`src/hdl/mbx_params.svh`:
```
// Constants for the shared mailbox, doorbell and semaphore block
`ifndef MBX_PARAMS_SVH
`define MBX_PARAMS_SVH

// Register index map, one byte per index
`define MBX_IDX_LSC 5'h08
`define MBX_IDX_SIC 5'h09
`define MBX_IDX_SEM0 5'h0a
`define MBX_IDX_SEM1 5'h0b
`define MBX_IDX_LDB_EN 5'h0c
`define MBX_IDX_LDB 5'h0d
`define MBX_IDX_SDB_EN 5'h0e
`define MBX_IDX_SDB 5'h0f
`define MBX_IDX_MBX0 5'h10
`define MBX_NUM_MBX 16
`define MBX_NUM_SEM 2
`define MBX_NUM_IDX 32

// Semaphore port fields
`define SEM_FLAG_BIT 0
`define SEM_TEST_BIT 1

// Global control/status fields (same layout on both sides)
`define GCTL_EN_BIT 0
`define GCTL_DB_BIT 1
`define GCTL_OTHER_BIT 2
`define GCTL_IRQ_BIT 3

// Reset values
`define MBX_ZERO_BYTE 8'h00
`define MBX_ZERO_WORD 32'h0000_0000

// Controller address spaces, avs_address[6:5]
`define AV_SPACE_SYS 2'h0
`define AV_SPACE_LOC 2'h1
`define AV_SPACE_STAT 2'h2
`define AV_STAT_SYS_IRQ_BIT 0
`define AV_STAT_LOC_IRQ_BIT 1

`endif

```
`src/hdl/mbx_pkg.sv`:
```
// Types shared by both ends of the mailbox link
package mbx_pkg;
  typedef logic [7:0] byte_t;
  typedef logic [4:0] idx_t;
  typedef enum logic {SIDE_SYS = 1'b0, SIDE_LOC = 1'b1} side_t;
  typedef enum logic [1:0] {
    H_IDLE = 2'b00,
    H_WAIT = 2'b01,
    H_DONE = 2'b11
  } host_state_t;
endpackage

```
`src/hdl/mbx_link_if.sv`:
```
// Link between the shared register block and its two requesters
`timescale 1ns/100ps
interface mbx_link_if;
  // System side: 32-bit word port with byte enables
  logic sys_req;
  logic sys_wr;
  logic [2:0] sys_addr;
  logic [3:0] sys_be;
  logic [31:0] sys_wdata;
  logic [31:0] sys_rdata;
  logic sys_ack;
  // Local side: 8-bit byte port
  logic loc_req;
  logic loc_wr;
  logic [4:0] loc_addr;
  logic [7:0] loc_wdata;
  logic [7:0] loc_rdata;
  logic loc_ack;
  // Interrupt outputs of the block
  logic local_irq_out;
  logic system_irq_out;

  modport dev (
    input sys_req, sys_wr, sys_addr, sys_be, sys_wdata,
    output sys_rdata, sys_ack,
    input loc_req, loc_wr, loc_addr, loc_wdata,
    output loc_rdata, loc_ack,
    output local_irq_out, system_irq_out
  );

  modport host (
    output sys_req, sys_wr, sys_addr, sys_be, sys_wdata,
    input sys_rdata, sys_ack,
    output loc_req, loc_wr, loc_addr, loc_wdata,
    input loc_rdata, loc_ack,
    input local_irq_out, system_irq_out
  );
endinterface

```
`src/hdl/mbx_device.sv`:
```
// Shared register block: semaphores, mailboxes and doorbells
//
// Function
// - Two semaphore ports, flag and test bit
// - Flag write copies old flag into writer's test
// - Requester reads test: 1 held, 0 owned
// - Owner releases by writing flag zero
// - Semaphores side-neutral, never block other registers
// - System masters agree first on semaphore user
// - Sixteen byte mailboxes, byte/word/dword system access
// - Mailboxes accessible anytime from both sides
// - Concurrent read sees whole old or new value
// - Two 8-bit doorbells, one per direction
// - System write sets local doorbell ones
// - Local write clears local doorbell ones
// - Doorbell bits are set/reset flops, roles mirrored
// - Each doorbell has own per-bit enable register
// - Enabled doorbells ORed with other sources onto irq
// - Global controls disable irq and report status
// - Local handler reads status before doorbell
// - Separate test bit per side per port
// - Reset zeroes semaphores, mailboxes left undefined
// - Reset clears both doorbells
// - Reset clears both doorbell enables
`timescale 1ns/100ps
`include "mbx_params.svh"
module mbx_device
  import mbx_pkg::*;
(
  input wire logic clk_sys,
  input wire logic rst_n,
  mbx_link_if.dev link,
  input wire logic loc_other_irq,
  input wire logic sys_other_irq
);

  logic sys_ack_ff;
  logic loc_ack_ff;
  logic sys_take;
  logic loc_take;
  logic [`MBX_NUM_IDX-1:0] sys_hit;
  logic [`MBX_NUM_IDX-1:0] loc_hit;
  byte_t sys_byte [`MBX_NUM_IDX];
  byte_t mbx_ff [`MBX_NUM_MBX];
  logic [`MBX_NUM_SEM-1:0] sem_flag_ff;
  logic [`MBX_NUM_SEM-1:0] sem_sys_test_ff;
  logic [`MBX_NUM_SEM-1:0] sem_loc_test_ff;
  byte_t ldb_ff;
  byte_t ldb_en_ff;
  byte_t sdb_ff;
  byte_t sdb_en_ff;
  logic loc_gen_en_ff;
  logic sys_gen_en_ff;
  logic local_irq_ff;
  logic system_irq_ff;
  logic ldb_pend;
  logic sdb_pend;
  byte_t lsc_rd;
  byte_t sic_rd;
  logic [31:0] sys_rdata_ff;
  logic [31:0] nxt_sys_rdata;
  byte_t loc_rdata_ff;
  byte_t nxt_loc_rdata;
  byte_t ldb_set;
  byte_t ldb_clr;
  byte_t sdb_set;
  byte_t sdb_clr;

  ////////////////////////////////////////////////////////////////////////
  // Access acceptance: one access per request, answered next cycle
  assign sys_take = link.sys_req & ~sys_ack_ff;
  assign loc_take = link.loc_req & ~loc_ack_ff;

  // Per-byte write strobes; system lanes reach any byte
  generate
    for (genvar gi = 0; gi < `MBX_NUM_IDX; gi++) begin : g_hit
      localparam idx_t IDX = idx_t'(gi);
      assign sys_hit[gi] = sys_take & link.sys_wr & (link.sys_addr == IDX[4:2])
                           & link.sys_be[IDX[1:0]];
      assign sys_byte[gi] = link.sys_wdata[8*(gi%4) +: 8];
      assign loc_hit[gi] = loc_take & link.loc_wr & (link.loc_addr == IDX);
    end
  endgenerate

  ////////////////////////////////////////////////////////////////////////
  // Global status views
  assign ldb_pend = |(ldb_ff & ldb_en_ff);
  assign sdb_pend = |(sdb_ff & sdb_en_ff);

  // Status bits visible to both sides
  always_comb begin
    lsc_rd = `MBX_ZERO_BYTE;
    lsc_rd[`GCTL_EN_BIT] = loc_gen_en_ff;
    lsc_rd[`GCTL_DB_BIT] = ldb_pend;
    lsc_rd[`GCTL_OTHER_BIT] = loc_other_irq;
    lsc_rd[`GCTL_IRQ_BIT] = local_irq_ff;
    sic_rd = `MBX_ZERO_BYTE;
    sic_rd[`GCTL_EN_BIT] = sys_gen_en_ff;
    sic_rd[`GCTL_DB_BIT] = sdb_pend;
    sic_rd[`GCTL_OTHER_BIT] = sys_other_irq;
    sic_rd[`GCTL_IRQ_BIT] = system_irq_ff;
  end

  // Register read view of one byte index for one side
  function automatic byte_t reg_rd(input idx_t idx, input side_t side);
    byte_t v;
    v = `MBX_ZERO_BYTE;
    if (idx >= `MBX_IDX_MBX0) begin
      v = mbx_ff[idx[3:0]];
    end else begin
      case (idx)
        `MBX_IDX_SEM0, `MBX_IDX_SEM1: begin
          v[`SEM_FLAG_BIT] = sem_flag_ff[idx[0]];
          v[`SEM_TEST_BIT] = (side == SIDE_SYS) ? sem_sys_test_ff[idx[0]]
                                                : sem_loc_test_ff[idx[0]];
        end
        `MBX_IDX_LDB_EN: v = ldb_en_ff;
        `MBX_IDX_LDB: v = ldb_ff;
        `MBX_IDX_SDB_EN: v = sdb_en_ff;
        `MBX_IDX_SDB: v = sdb_ff;
        `MBX_IDX_LSC: v = lsc_rd;
        `MBX_IDX_SIC: v = sic_rd;
        default: v = `MBX_ZERO_BYTE;
      endcase
    end
    return v;
  endfunction

  // Read data; registers are sampled before any same-edge write
  always_comb begin
    nxt_sys_rdata = `MBX_ZERO_WORD;
    for (int k = 0; k < 4; k++) begin
      if (link.sys_be[k]) begin
        nxt_sys_rdata[8*k +: 8] = reg_rd(idx_t'({link.sys_addr, 2'(k)}), SIDE_SYS);
      end
    end
    nxt_loc_rdata = reg_rd(link.loc_addr, SIDE_LOC);
  end

  // Answer flops and read data
  always_ff @(posedge clk_sys or negedge rst_n) begin
    if (!rst_n) begin
      sys_ack_ff <= 1'b0;
      loc_ack_ff <= 1'b0;
      sys_rdata_ff <= `MBX_ZERO_WORD;
      loc_rdata_ff <= `MBX_ZERO_BYTE;
    end else begin
      sys_ack_ff <= sys_take;
      loc_ack_ff <= loc_take;
      if (sys_take && !link.sys_wr) begin
        sys_rdata_ff <= nxt_sys_rdata;
      end
      if (loc_take && !link.loc_wr) begin
        loc_rdata_ff <= nxt_loc_rdata;
      end
    end
  end

  assign link.sys_ack = sys_ack_ff;
  assign link.loc_ack = loc_ack_ff;
  assign link.sys_rdata = sys_rdata_ff;
  assign link.loc_rdata = loc_rdata_ff;

  ////////////////////////////////////////////////////////////////////////
  // Semaphore ports, identical and tied to neither side
  always_ff @(posedge clk_sys or negedge rst_n) begin
    if (!rst_n) begin
      sem_flag_ff <= '0;
      sem_sys_test_ff <= '0;
      sem_loc_test_ff <= '0;
    end else begin
      for (int s = 0; s < `MBX_NUM_SEM; s++) begin
        if (sys_hit[`MBX_IDX_SEM0 + s] && loc_hit[`MBX_IDX_SEM0 + s]) begin
          // System write first, then local write sees its value
          sem_sys_test_ff[s] <= sem_flag_ff[s];
          sem_loc_test_ff[s] <= sys_byte[`MBX_IDX_SEM0 + s][`SEM_FLAG_BIT];
          sem_flag_ff[s] <= link.loc_wdata[`SEM_FLAG_BIT];
        end else if (sys_hit[`MBX_IDX_SEM0 + s]) begin
          sem_sys_test_ff[s] <= sem_flag_ff[s];
          sem_flag_ff[s] <= sys_byte[`MBX_IDX_SEM0 + s][`SEM_FLAG_BIT];
        end else if (loc_hit[`MBX_IDX_SEM0 + s]) begin
          sem_loc_test_ff[s] <= sem_flag_ff[s];
          sem_flag_ff[s] <= link.loc_wdata[`SEM_FLAG_BIT];
        end
      end
    end
  end

  ////////////////////////////////////////////////////////////////////////
  // Mailboxes: no reset, no lock; system wins a same-byte write clash
  always_ff @(posedge clk_sys) begin
    for (int m = 0; m < `MBX_NUM_MBX; m++) begin
      if (sys_hit[`MBX_IDX_MBX0 + m]) begin
        mbx_ff[m] <= sys_byte[`MBX_IDX_MBX0 + m];
      end else if (loc_hit[`MBX_IDX_MBX0 + m]) begin
        mbx_ff[m] <= link.loc_wdata;
      end
    end
  end

  ////////////////////////////////////////////////////////////////////////
  // Doorbell set and clear masks per direction
  assign ldb_set = sys_hit[`MBX_IDX_LDB] ? sys_byte[`MBX_IDX_LDB] : `MBX_ZERO_BYTE;
  assign ldb_clr = loc_hit[`MBX_IDX_LDB] ? link.loc_wdata : `MBX_ZERO_BYTE;
  assign sdb_set = loc_hit[`MBX_IDX_SDB] ? link.loc_wdata : `MBX_ZERO_BYTE;
  assign sdb_clr = sys_hit[`MBX_IDX_SDB] ? sys_byte[`MBX_IDX_SDB] : `MBX_ZERO_BYTE;

  // Sticky doorbell bits; set is applied after clear
  always_ff @(posedge clk_sys or negedge rst_n) begin
    if (!rst_n) begin
      ldb_ff <= `MBX_ZERO_BYTE;
      sdb_ff <= `MBX_ZERO_BYTE;
    end else begin
      ldb_ff <= (ldb_ff & ~ldb_clr) | ldb_set;
      sdb_ff <= (sdb_ff & ~sdb_clr) | sdb_set;
    end
  end

  // Doorbell enables: local side owns one, system side the other
  always_ff @(posedge clk_sys or negedge rst_n) begin
    if (!rst_n) begin
      ldb_en_ff <= `MBX_ZERO_BYTE;
      sdb_en_ff <= `MBX_ZERO_BYTE;
    end else begin
      if (loc_hit[`MBX_IDX_LDB_EN]) begin
        ldb_en_ff <= link.loc_wdata;
      end
      if (sys_hit[`MBX_IDX_SDB_EN]) begin
        sdb_en_ff <= sys_byte[`MBX_IDX_SDB_EN];
      end
    end
  end

  ////////////////////////////////////////////////////////////////////////
  // Global interrupt enables, written by the side that owns each
  always_ff @(posedge clk_sys or negedge rst_n) begin
    if (!rst_n) begin
      loc_gen_en_ff <= 1'b0;
      sys_gen_en_ff <= 1'b0;
    end else begin
      if (loc_hit[`MBX_IDX_LSC]) begin
        loc_gen_en_ff <= link.loc_wdata[`GCTL_EN_BIT];
      end
      if (sys_hit[`MBX_IDX_SIC]) begin
        sys_gen_en_ff <= sys_byte[`MBX_IDX_SIC][`GCTL_EN_BIT];
      end
    end
  end

  // Interrupt outputs, registered
  always_ff @(posedge clk_sys or negedge rst_n) begin
    if (!rst_n) begin
      local_irq_ff <= 1'b0;
      system_irq_ff <= 1'b0;
    end else begin
      local_irq_ff <= loc_gen_en_ff & (ldb_pend | loc_other_irq);
      system_irq_ff <= sys_gen_en_ff & (sdb_pend | sys_other_irq);
    end
  end

  assign link.local_irq_out = local_irq_ff;
  assign link.system_irq_out = system_irq_ff;

endmodule // mbx_device

```
`src/flat_wrapper.sv`:
```
// flat-port wrapper written by rule: the top's interface ports become plain ports
module mbx_device_flat import mbx_pkg::*;
  (clk_sys, rst_n, loc_other_irq, sys_other_irq, link_sys_req, link_sys_wr, link_sys_addr, link_sys_be, link_sys_wdata, link_sys_rdata, link_sys_ack, link_loc_req, link_loc_wr, link_loc_addr, link_loc_wdata, link_loc_rdata, link_loc_ack, link_local_irq_out, link_system_irq_out);
  mbx_link_if link_i ();
  input wire logic clk_sys;
  input wire logic rst_n;
  input wire logic loc_other_irq;
  input wire logic sys_other_irq;
  input wire logic [$bits(link_i.sys_req)-1:0] link_sys_req;
  input wire logic [$bits(link_i.sys_wr)-1:0] link_sys_wr;
  input wire logic [$bits(link_i.sys_addr)-1:0] link_sys_addr;
  input wire logic [$bits(link_i.sys_be)-1:0] link_sys_be;
  input wire logic [$bits(link_i.sys_wdata)-1:0] link_sys_wdata;
  output wire logic [$bits(link_i.sys_rdata)-1:0] link_sys_rdata;
  output wire logic [$bits(link_i.sys_ack)-1:0] link_sys_ack;
  input wire logic [$bits(link_i.loc_req)-1:0] link_loc_req;
  input wire logic [$bits(link_i.loc_wr)-1:0] link_loc_wr;
  input wire logic [$bits(link_i.loc_addr)-1:0] link_loc_addr;
  input wire logic [$bits(link_i.loc_wdata)-1:0] link_loc_wdata;
  output wire logic [$bits(link_i.loc_rdata)-1:0] link_loc_rdata;
  output wire logic [$bits(link_i.loc_ack)-1:0] link_loc_ack;
  output wire logic [$bits(link_i.local_irq_out)-1:0] link_local_irq_out;
  output wire logic [$bits(link_i.system_irq_out)-1:0] link_system_irq_out;
  assign link_i.sys_req = link_sys_req;
  assign link_i.sys_wr = link_sys_wr;
  assign link_i.sys_addr = link_sys_addr;
  assign link_i.sys_be = link_sys_be;
  assign link_i.sys_wdata = link_sys_wdata;
  assign link_sys_rdata = link_i.sys_rdata;
  assign link_sys_ack = link_i.sys_ack;
  assign link_i.loc_req = link_loc_req;
  assign link_i.loc_wr = link_loc_wr;
  assign link_i.loc_addr = link_loc_addr;
  assign link_i.loc_wdata = link_loc_wdata;
  assign link_loc_rdata = link_i.loc_rdata;
  assign link_loc_ack = link_i.loc_ack;
  assign link_local_irq_out = link_i.local_irq_out;
  assign link_system_irq_out = link_i.system_irq_out;
  mbx_device u_core (.clk_sys(clk_sys), .rst_n(rst_n), .link(link_i), .loc_other_irq(loc_other_irq), .sys_other_irq(sys_other_irq));
endmodule
```
`config.mk`:
```
export PLATFORM = sky130hd
export DESIGN_NAME = mbx_device_flat
export DESIGN_NICKNAME = d
export VERILOG_FILES = /design/src/hdl/mbx_pkg.sv /design/src/hdl/mbx_link_if.sv /design/src/hdl/mbx_device.sv /design/src/flat_wrapper.sv
export VERILOG_INCLUDE_DIRS = /design/src /design/src/hdl
export SDC_FILE = /design/constraint.sdc
export NUM_CORES = 1
export LEC_CHECK = 0
export BUFFER_PORTS_ARGS = -buffer_cell sky130_fd_sc_hd__buf_2
export CORE_ASPECT_RATIO = 2
export CORE_UTILIZATION = 48
export CTS_CLUSTER_DIAMETER = 60
export DETAILED_ROUTE_END_ITERATION = 10
export GPL_TIMING_DRIVEN = 0
export MAX_ROUTING_LAYER = met4
export PLACE_DENSITY = 0.7
export SLEW_MARGIN = 20
export SYNTH_ARGS = -nofsm -noshare
export SYNTH_HDL_FRONTEND = slang
export SYNTH_SLANG_ARGS = --single-unit
export TNS_END_PERCENT = 30
```
`constraint.sdc`:
```
create_clock -name clk_sys -period 6.4 [get_ports clk_sys]
set_input_delay 1.28 -clock clk_sys [delete_from_list [all_inputs] [get_ports clk_sys]]
set_output_delay 1.28 -clock clk_sys [all_outputs]
set_load 0.05 [all_outputs]
```
* After elaboration in Yosys (flattened, before gate mapping)
Memories as Yosys holds them, arrays and structs flattened. Index checks and enable logic that the tools add are counted.
Cells by class: shift operators 0, equality and inequality tests 32, muxes and demuxes 137, divide/modulo/power cells 0, order comparisons 6, add/subtract/negate cells 0, reductions and logical operators 17, multipliers 0, bitwise operators 84
Operators with widths (number):
- 8-bit 2-to-1 mux | 29
- 1-bit 2-to-1 mux | 100
- 5-bit equality test (second input constant) | 16
- 1-bit bitwise AND | 56
- 5-bit by 4-bit equality test with 1-bit output (second input constant) | 8
- 6-bit case mux with 6 select lines | 1
- 8-bit bitwise AND | 4
- 8-bit case mux with 2 select lines | 2
- 5-bit >= comparator (second input constant) | 5
- 1-bit OR | 18
- 8-bit NOT | 2
- 8-bit OR | 2
- 8-bit OR reduction | 2
- 2-bit case mux with 7 select lines | 1
- 3-bit equality test (second input constant) | 4
- 6-bit 2-to-1 mux | 2
- 2-bit case mux with 2 select lines | 2
- 2-bit nonzero test | 4
- 3-bit by 2-bit equality test with 1-bit output (second input constant) | 2
- 3-bit nonzero test | 2
- 1-bit logical AND | 4
- 2-bit inequality test (second input constant) | 2
- 2-bit AND reduction | 2
- 1-bit zero test | 2
- other kinds (3) | 4
Storage, ports and cells: word-level logic and storage cells 295, bits of input ports 60, bits in latches 0, memory bits (read-only) 0, memories kept 1, output and inout port bits 44, memory bits (writable) 128, register bits 84
Memories:
- u_core.mbx_ff | words 16, bits a word 8, read ports 5, clocked after memory_dff 0, write ports 16, line mbx_device.sv:44 | byte_t mbx_ff [`MBX_NUM_MBX];

* Logic depth before layout (Yosys ltp)
Gate-level depths: netlist (run 1).
word-level depth 9, depth in mapped cells 7, depth with buffers taken out 4

* Least setup slack after synthesis (run 1)
Ideal clock, no wire load.
path type input to register, from input link_loc_addr[0], to memory u_core.mbx_ff[14][0] in the netlist's numbering, enable pin, setup time 384 ps, required time 6016 ps, arrival time 2566 ps, buffers on the path 2, setup slack 3450 ps, stages on the path 4, cells stage by stage buf_4 buf_2 nand2b_1 o21ai_0
RTL lines:
- from (decl) | line flat_wrapper.sv:18 | input wire logic [$bits(link_i.loc_addr)-1:0] link_loc_addr;
- to (decl) | line mbx_device.sv:44

==> impl_metrics.tcl, run 1 <==
set metrics [dict create \
    status "finished, final reports clean" \
    hp-class "reg -> reg" \
    htree_num_levels 1 \
    start_util_pct 49.0 \
    nFillCells 2033 \
    globalplace.congestion 1.01 \
    cts_root_buffer "clkbuf_16" \
    crit_buf_inv 3 \
    maxCapViolations 0 \
    synth_nets 956 \
    area_growth_syn_to_layout_pct 14.5 \
    synthFlopType "edfxtp_1" \
    final_net_count 1084 \
    cts.sinks 212 \
    cp_common_cell "buf_4" \
    globalRoute.totalOverflow 0 \
    rsz0062_at_grt "no" \
    drc 0 \
    cts_tree "built" \
    synth_seq_cells 212 \
    skew_ns 0.0213 \
    die_width_um 114 \
    antenna_found_initial 0 \
    slowest_stage "nand3_1" \
    report.final.slew_viol_count 0 \
    dp_hpwl_mm 34.5 \
    ir_drop_uv 154 \
    grt_pass1_wl_mm 63.4 \
    path_clk_slew_ns 0.07 \
    portBuffers 92 \
    grt_pass1_vias 9397 \
    wirelength_mm 44.1 \
    power_mw 3.50 \
    drive_above_1_share_pct 38.0 \
    fp-row-count 81 \
    core_um2 24400 \
    drtIter0Drc 1165 \
    post_cts_buffers 0 \
    synth_top_cell_by_area "edfxtp_1" \
    antenna_cells 0 \
    vias 9259 \
    fmax_ghz 0.286 \
    die-area_um2 25600 \
    ant_nets 0 \
    yosysSeqAreaShare_pct 49.7 \
    vias_per_cell 6.76 \
    maxSlewHeadroom_pct 24.6 \
    powerDensity_nw_per_um2 255 \
    crit_chain "buf_4, buf_2, buf_4, nor2_1, nand3_1, mux2_2" \
    cts_made_buffers 20 \
    crit_path_start_kind "input port" \
    wl_per_cell_um 32.2 \
    io_pins 104 \
    tightest_slew_ns 1.13 \
    end_kind "flop" \
    critPathMaxStageDelay_ns 0.65 \
    grt_start_max_net_pins 58 \
    min_period_ns 3.50 \
    setup_tns_ns 0 \
    ys_async_sr_fraction_pct 39.6 \
    avgSynthCellArea_um2 13.3 \
    synth-edff-count 128 \
    die_h_um 225 \
    power.leakage_nw 5.35 \
    drt_first_pass_iters 6 \
    yosysWarnings 0 \
    crit_family "simple AND/OR/NAND/NOR gates" \
    grt_util_all_layers_pct 36.6 \
    synth_top_area_share_pct 32.1 \
    synth_area_leaders "edfxtp_1 (32%), dfrtp_1 (18%), mux2_2 (12%)" \
    cp_max_fo 10 \
    arrival_ns 3.77 \
    cts.hold.buffers_added 0 \
    clock_latency_ns 0.54 \
    required_ns 6.68 \
    synth_cells 896 \
    cts_resized 0 \
    finalHoldViolations 0 \
    finalSetupViolCount 0 \
    fin_crit_sh_pct 54.6 \
    synth_area_um2 12000 \
    yosysUniqueCellTypes 54 \
    cts_max_path_buffers 3 \
    final_core_util_pct 56.0 \
    path_class "in -> reg" \
]
==> power breakdown <==
| part | internal [mW] | total (mW) | switching, mW | leakage (nW) |
|---|---|---|---|---|
| registers | 1.53 | 1.60 | 0.0762 | 2.27 |
| clock network | 0.735 | 1.31 | 0.573 | 0.358 |
| logic | 0.212 | 0.587 | 0.374 | 2.73 |
==> final timing paths <==
check | from | end | slack [ns] | depth (start not counted)
min in group asynchronous | rst_n | u_core.sdb_en_ff[6] | 0.67 | 1
max | link_loc_addr[0] | u_core.mbx_ff[4][3] | 2.90 | 6
max reg2reg | u_core.link.sys_ack | u_core.mbx_ff[4][3] | 3.82 | 5
min reg2reg | u_core.link.sys_rdata[2] | u_core.link.sys_rdata[2] | 0.47 | 2
min | u_core.link.sys_rdata[2] | u_core.link.sys_rdata[2] | 0.47 | 2
max in group asynchronous | rst_n | u_core.sdb_en_ff[0] | 5.09 | 2
==> cells in the mapped netlist (8+ instances only) <==
library cell / number
nand3_1: 19
a21oi_1: 9
mux2i_1: 27
dfrtp_1: 84
a22oi_1: 23
buf_4: 8
a2bb2oi_1: 17
o21ai_0: 50
o31ai_1: 19
edfxtp_1: 128
mux2_2: 126
nor2b_1: 9
mux2_4: 32
nand4_1: 10
a22o_1: 26
mux2_1: 8
clkbuf_1: 45
a32oi_1: 16
mux4_2: 52
buf_2: 24
nand2_1: 66
nor2_1: 17
==> cell type report <==
| type | instances | area, um2 | share of cell area, % |
|---|---|---|---|
| Sequential cell | 212 | 5950 | 43.4 |
| Buffer | 83 | 372 | 2.72 |
| Timing Repair Buffer | 106 | 592 | 4.32 |
| Clock buffer | 27 | 623 | 4.55 |
| Inverter | 6 | 22.5 | 0.165 |
| Tap cell | 332 | 415 | 3.04 |
| Multi-Input combinational cell | 595 | 5630 | 41.1 |
| Clock inverter | 9 | 87.6 | 0.640 |
==> per-stage QoR <==
step / hold slack [ns] / instances / worst slack, ns / cell area [um2]
2_1_floorplan: 0.475 / 896 / 3.45 / 12000
3_3_place_gp: 0.457 / 1320 / 2.04 / 12800
3_5_place_dp: 0.466 / 1334 / 2.60 / 13000
4_1_cts: 0.481 / 1370 / 3.15 / 13700
5_1_grt: 0.495 / 1370 / 2.97 / 13700
6_report: 0.473 / 1370 / 2.90 / 13700
==> sequential cells by signal, summed over array words and instances, names as in the netlist, 8 cells and up <==
name and count:
u_core.link.sys_rdata 32, u_core.sdb_en_ff 8, u_core.mbx_ff 128, u_core.sdb_ff 8, u_core.ldb_ff 8, u_core.ldb_en_ff 8, u_core.link.loc_rdata 8
==> routing by layer <==
metal,global-route usage (%),vias up,part of all wire [%]
li1,-,3795,-
met1,40.2,4549,34
met2,59.2,683,49
met3,5.70,232,7.7
met4,28.4,0,8.8
met5,-,-,0
==> cells by family (layout without fill, tap and decap cells) <==
kind of cell           Yosys count  in the layout  synth area share [%]
flip-flops                     212            212                  49.7
AND/OR/NAND/NOR                164            164                  7.02
multiplexers                   245            245                  28.7
buffers and inverters           89            231                  3.30
AO/OA/AOI/OAI                  186            186                  11.3
==> tightest hold or removal path, delay by kind of cell, from the launching register on <==
kind | cells | cell delay [ns]
AOI/OAI and AO/OA | 1 | 0.06
DFF | 1 | 0.34
and+or+nand+nor | 1 | 0.04
==> layout by cell type (no fill, tap or decap), drive strengths merged, types with 4 or more instances in the layout <==
| cell | n |
|---|---|
| nand4 | 11 |
| nor3b | 8 |
| a22oi | 23 |
| mux2 | 166 |
| clkinv | 5 |
| nand3 | 19 |
| mux4 | 52 |
| a21oi | 9 |
| and3 | 5 |
| edfxtp | 128 |
| a211o | 7 |
| a32oi | 16 |
| nor2 | 18 |
| a2bb2oi | 17 |
| nand2b | 7 |
| mux2i | 27 |
| o31ai | 19 |
| nor2b | 9 |
| dfrtp | 84 |
| nand2 | 66 |
| buf | 144 |
| a22o | 26 |
| o21ai | 52 |
| o211ai | 4 |
| nor3 | 4 |
| inv | 9 |
| clkbuf | 72 |
(Power assumes the default switching activity.)
==> run 2: changes to the inputs <==
--- a/config.mk
+++ b/config.mk
@@ -13,7 +13,7 @@
 export DETAILED_ROUTE_END_ITERATION = 10
 export GPL_TIMING_DRIVEN = 0
 export MAX_ROUTING_LAYER = met4
-export PLACE_DENSITY = 0.7
+export PLACE_DENSITY = 0.73
 export SLEW_MARGIN = 20
 export SYNTH_ARGS = -nofsm -noshare
 export SYNTH_HDL_FRONTEND = slang
==> constraint.sdc (replaced) <==
create_clock -name clk_sys -period 2.9 [get_ports clk_sys]
set_input_delay 0.58 -clock clk_sys [delete_from_list [all_inputs] [get_ports clk_sys]]
set_output_delay 0.58 -clock clk_sys [all_outputs]
set_load 0.05 [all_outputs]
==> run 2 against run 1 <==
  * Register-to-register slack lost 3.6 ns
  * Final area shrank 0.17%
  * Sequential share of layout area grew 0.076 points
  * First-iteration DRC count grew 0.86%
  * Critical endpoint is now u_core.mbx_ff[9][6]
  * Largest cell class unchanged
  * Largest power group unchanged
==> impl_metrics.tcl, run 2 (synthesis gave the netlist of run 1 again) <==
set metrics [dict create \
    ir_drop_uv 347 \
    start_util_pct 49.0 \
    cts_made_buffers 20 \
    finalHoldViolations 0 \
    rrSetupSlack_ns 0.26 \
    r2r-end "u_core.mbx_ff[9][6]" \
    status "finished, final reports clean" \
    hp-class "in -> reg" \
    path_class "reg -> reg" \
    cts_tree "built" \
    final_common_cell "edfxtp_1" \
    report.final.slew_viol_count 0 \
    final_cell_mix "edfxtp_1 (128), mux2_2 (126), buf_2 (115)" \
    crit_path_start_kind "flop" \
    drtIter0Drc 1175 \
    rr_worst_depth 5 \
    powerDensity_nw_per_um2 559 \
    worstHoldPathCells 2 \
    cts_root_buffer "clkbuf_16" \
    path_clk_slew_ns 0.07 \
    tightest_slew_ns 0.977 \
    core_um2 24400 \
    largest_register_ffs 128 \
    final_core_util_pct 55.9 \
    vias_per_cell 6.89 \
    cp_max_fo 10 \
    hold_path_end "u_core.link.system_irq_out" \
    wl_per_cell_um 31.8 \
    wirelength_mm 43.6 \
    rsz0062_at_grt "no" \
    cts_max_path_buffers 3 \
    maxSlewHeadroom_pct 34.8 \
    htree_num_levels 1 \
    required_ns 3.19 \
    ant_nets 0 \
    drive_above_1_share_pct 37.7 \
    finalSetupViolCount 0 \
    power.leakage_nw 5.33 \
    globalplace.congestion 1.03 \
    die_h_um 225 \
    end_kind "flop" \
    grt_util_all_layers_pct 36.0 \
    antenna_found_initial 0 \
    top_register "u_core.mbx_ff" \
    drt_first_pass_iters 6 \
    grt_pass1_vias 9448 \
    grt_start_max_net_pins 57 \
    cts_resized 0 \
    r2r-start "u_core.link.sys_ack" \
    maxCapViolations 0 \
    cts.sinks 212 \
    dp_hpwl_mm 33.8 \
    globalRoute.totalOverflow 0 \
    drc 0 \
    fin_crit_sh_pct 91.0 \
    fmax_ghz 0.379 \
    grt_pass1_wl_mm 62.4 \
    die_width_um 114 \
    io_pins 104 \
    setup_tns_ns 0 \
    area_growth_syn_to_layout_pct 14.3 \
    min_from "sys_other_irq" \
    min_period_ns 2.64 \
    portBuffers 92 \
    fp-row-count 81 \
    antenna_cells 0 \
    final_net_count 1085 \
    vias 9435 \
    clock_latency_ns 0.54 \
    skew_ns 0.0287 \
    power_mw 7.63 \
    die-area_um2 25600 \
    arrival_ns 2.93 \
]
-- run 2: metal layers --
layer / wire length [um] / GRT usage, %
met5: 0 / -
met4: 4790 / 33.2
met3: 3830 / 6.75
met2: 21200 / 57.4
met1: 13800 / 37.2
-- run 2: critical path, cell delays in order, from the launching register on --
cell and delay, ns:
dfrtp_1 0.40, and4b_1 0.38, clkbuf_1 0.38, nand3_1 0.20
nand3_1 0.62, mux2_2 0.42
-- run 2: worst max path at each step --
stage	start	slack, ns	to	cells after the start
after floorplan	u_core.link.loc_ack	0.52	u_core.mbx_ff[2][0]	4
after global placement	link_loc_addr[0]	-0.66	u_core.mbx_ff[11][7]	4
after detailed placement	link_loc_addr[0]	-0.15	u_core.mbx_ff[11][6]	6
after CTS	link_loc_addr[1]	0.39	u_core.mbx_ff[12][2]	6
after global routing	link_loc_addr[0]	0.26	u_core.mbx_ff[11][0]	6
final	u_core.link.sys_ack	0.26	u_core.mbx_ff[9][6]	5
-- run 2: area by class of cell --
type                       count  area (um2)
tap                          332         415
buffer                        83         372
timing repair buffer         107         598
inverter                       6        22.5
multi-input combinational    595        5630
fill                        2047       10800
clock buffer                  27         569
sequential                   212        5950
clock inverter                 8         111
-- run 2: timing repair --
item / 4_1_cts / 5_1_grt
endpoints found under the hold margin: 28 / 0
setup buffers: 0 / 0
hold buffers: 1 / 0
-- run 2: power breakdown --
group	internal, mW	switching [mW]
clock	1.57	1.23
sequential	3.37	0.169
combinational	0.469	0.824
total	5.41	2.22
-- run 2: per-stage QoR --
| step | hold WS [ns] | worst slack, ns | instances | instance area [um2] |
|---|---|---|---|---|
| after CTS | 0.302 | 0.393 | 1370 | 13700 |
| after global routing | 0.318 | 0.256 | 1370 | 13700 |
| after global placement | 0.456 | -0.656 | 1320 | 12800 |
| after detailed placement | 0.466 | -0.151 | 1334 | 13000 |
| after floorplan | 0.284 | 0.519 | 896 | 12000 |
| final | 0.307 | 0.261 | 1370 | 13700 |
==> run 3: changes to the inputs <==
--- a/config.mk
+++ b/config.mk
@@ -8,12 +8,12 @@
 export LEC_CHECK = 0
 export BUFFER_PORTS_ARGS = -buffer_cell sky130_fd_sc_hd__buf_2
 export CORE_ASPECT_RATIO = 2
-export CORE_UTILIZATION = 48
+export CORE_UTILIZATION = 25
 export CTS_CLUSTER_DIAMETER = 60
 export DETAILED_ROUTE_END_ITERATION = 10
 export GPL_TIMING_DRIVEN = 0
 export MAX_ROUTING_LAYER = met4
-export PLACE_DENSITY = 0.73
+export PLACE_DENSITY = 0.45
 export SLEW_MARGIN = 20
 export SYNTH_ARGS = -nofsm -noshare
 export SYNTH_HDL_FRONTEND = slang
==> run 3 against run 2 <==
  * Utilization shrank 26 points
  * Sequential power is essentially flat
  * Highest routed layer unchanged
  * Critical path type is now in -> reg
  * Combinational power grew 3%
  * Non-clock buffer count shrank 5
  * Clock power grew 2%
  * Wire length grew 20%
  * Maximum frequency shrank 6.6%
  * Cell count grew 22%
  * Hold slack gained 0.0048 ns
  * Clock skew shrank 0.013 ns
  * Critical endpoint is now u_core.mbx_ff[15][5]
  * Power grew 1.3%
==> impl_metrics.tcl, run 3 (synthesis gave the netlist of run 1 again) <==
set metrics [dict create \
    final_cell_mix "edfxtp_1 (128), mux2_2 (126), buf_2 (115)" \
    portBuffers 92 \
    rsz0062_at_grt "no" \
    required_ns 3.17 \
    die_h_um 311 \
    dp_hpwl_mm 42.3 \
    finalSetupViolCount 0 \
    maxSlewHeadroom_pct 31.4 \
    start_util_pct 25.2 \
    maxCapViolations 0 \
    grt_pass1_vias 9588 \
    min_from "loc_other_irq" \
    cp_common_cell "buf_2" \
    worstHoldPathCells 2 \
    critPathMaxStageDelay_ns 0.75 \
    hp-class "in -> reg" \
    cts_max_path_buffers 3 \
    worst_hold_slack_ns 0.312 \
    post_cts_buffers 0 \
    htree_num_levels 1 \
    hold_path_end "u_core.link.local_irq_out" \
    final_common_cell "edfxtp_1" \
    io_pins 104 \
    nFillCells 4795 \
    drive_above_1_share_pct 38.4 \
    vias 8973 \
    cp_max_fo 10 \
    area_growth_syn_to_layout_pct 17.7 \
    crit_path_start_kind "input port" \
    path_clk_slew_ns 0.07 \
    top_register "u_core.mbx_ff" \
    finalHoldViolations 0 \
    grt_util_all_layers_pct 22.5 \
    vias_per_cell 5.37 \
    path_class "in -> reg" \
    globalRoute.totalOverflow 0 \
    die-area_um2 48800 \
    drt_first_pass_iters 5 \
    min_period_ns 2.83 \
    clock_latency_ns 0.54 \
    tightest_slew_ns 1.03 \
    dp_worst_setup_slack_ns -0.446 \
    power.leakage_nw 5.34 \
    cts_tree "built" \
    globalplace.congestion 0.946 \
    fp-row-count 113 \
    wirelength_mm 52.3 \
    slowest_stage "nand4_1" \
    die_width_um 157 \
    grt_start_max_net_pins 72 \
    end_kind "flop" \
    multiInputGateArea_um2 5670 \
    ant_nets 0 \
    rr_worst_depth 5 \
    rrSetupSlack_ns 0.22 \
    power_mw 7.74 \
    cts_resized 0 \
    grt_pass1_wl_mm 73.1 \
    cts_made_buffers 21 \
    fmax_ghz 0.354 \
    cts_root_buffer "clkbuf_16" \
    arrival_ns 3.10 \
    drc 0 \
    core_um2 47400 \
    drtIter0Drc 710 \
    r2r-end "u_core.mbx_ff[14][5]" \
    final_net_count 1081 \
    wl_per_cell_um 31.3 \
    report.final.slew_viol_count 0 \
    ir_drop_uv 298 \
    cts.hold.buffers_added 1 \
    largest_register_ffs 128 \
    worst_slack_ns 0.0734 \
    skew_ns 0.0155 \
    powerDensity_nw_per_um2 550 \
    cts.sinks 212 \
    fin_crit_sh_pct 97.5 \
    status "finished, final reports clean" \
    crit_chain "buf_4, buf_2, buf_2, nand4_1, mux2_2" \
    antenna_found_initial 2 \
    regArea_um2 5950 \
    r2r-start "u_core.link.sys_ack" \
]
## run 3: cell count changes in the layout (fill, tap and decap cells not counted), moves of 2 or more
cell and change:
diode_2 +2, buf_6 +6, o21ai_2 +11, clkbuf_1 -2, o21ai_1 -11, clkinv_1 +4
clkbuf_8 +2, buf_4 -11, clkinv_2 +3
## run 3: layout make-up
class,instances,area share [%]
clock inverters,11,0.560
diodes,2,0.0356
repair buffers,102,4.14
inverters,6,0.160
well taps,632,5.62
clock buffers,27,4.33
flip-flops and latches,212,42.2
multi-input cells,595,40.3
plain buffers,83,2.64
## run 3: layer usage
metal	global-route usage, %	routed length (um)	up-vias
met5	-	0	-
met4	15.4	4120	0
met3	3.42	2540	183
met2	40.7	28400	456
met1	21.5	17300	4522
li1	-	-	3812
## run 3: worst max path at each step
stage | start | to | slack, ns | cells past startpoint
6_report | link_loc_addr[0] | u_core.mbx_ff[15][5] | 0.07 | 5
5_1_grt | link_loc_addr[0] | u_core.mbx_ff[15][5] | 0.06 | 5
4_1_cts | link_loc_addr[0] | u_core.mbx_ff[15][5] | 0.11 | 5
3_5_place_dp | link_loc_addr[0] | u_core.mbx_ff[15][5] | -0.45 | 5
3_3_place_gp | link_loc_addr[2] | u_core.mbx_ff[14][6] | -1.08 | 7
2_1_floorplan | u_core.link.loc_ack | u_core.mbx_ff[2][0] | 0.52 | 4
## run 3: metrics by stage
step	instance area, um2	utilization (%)	TNS [ns]	cells
detailed placement	13400	28.2	-21.77	1629
floorplan	12000	-	0	896
finish	14100	29.7	0	1670
global placement	13200	27.9	-116.22	1620
global route	14100	29.7	0	1670
CTS	14100	29.7	0	1668
## run 3: where the power goes
group	leakage (nW)	switching [mW]	total (mW)	internal (mW)
Combinational	2.73	0.864	1.33	0.469
Sequential	2.27	0.180	3.55	3.37
Clock	0.342	1.28	2.86	1.57
Total	5.34	2.33	7.74	5.41
## run 3: worst max-delay path: cells and delay by family
| kind | cells | cell delay [ns] |
|---|---|---|
| simple gates | 1 | 0.75 |
| mux | 1 | 0.54 |
| buf+inv | 3 | 1.20 |
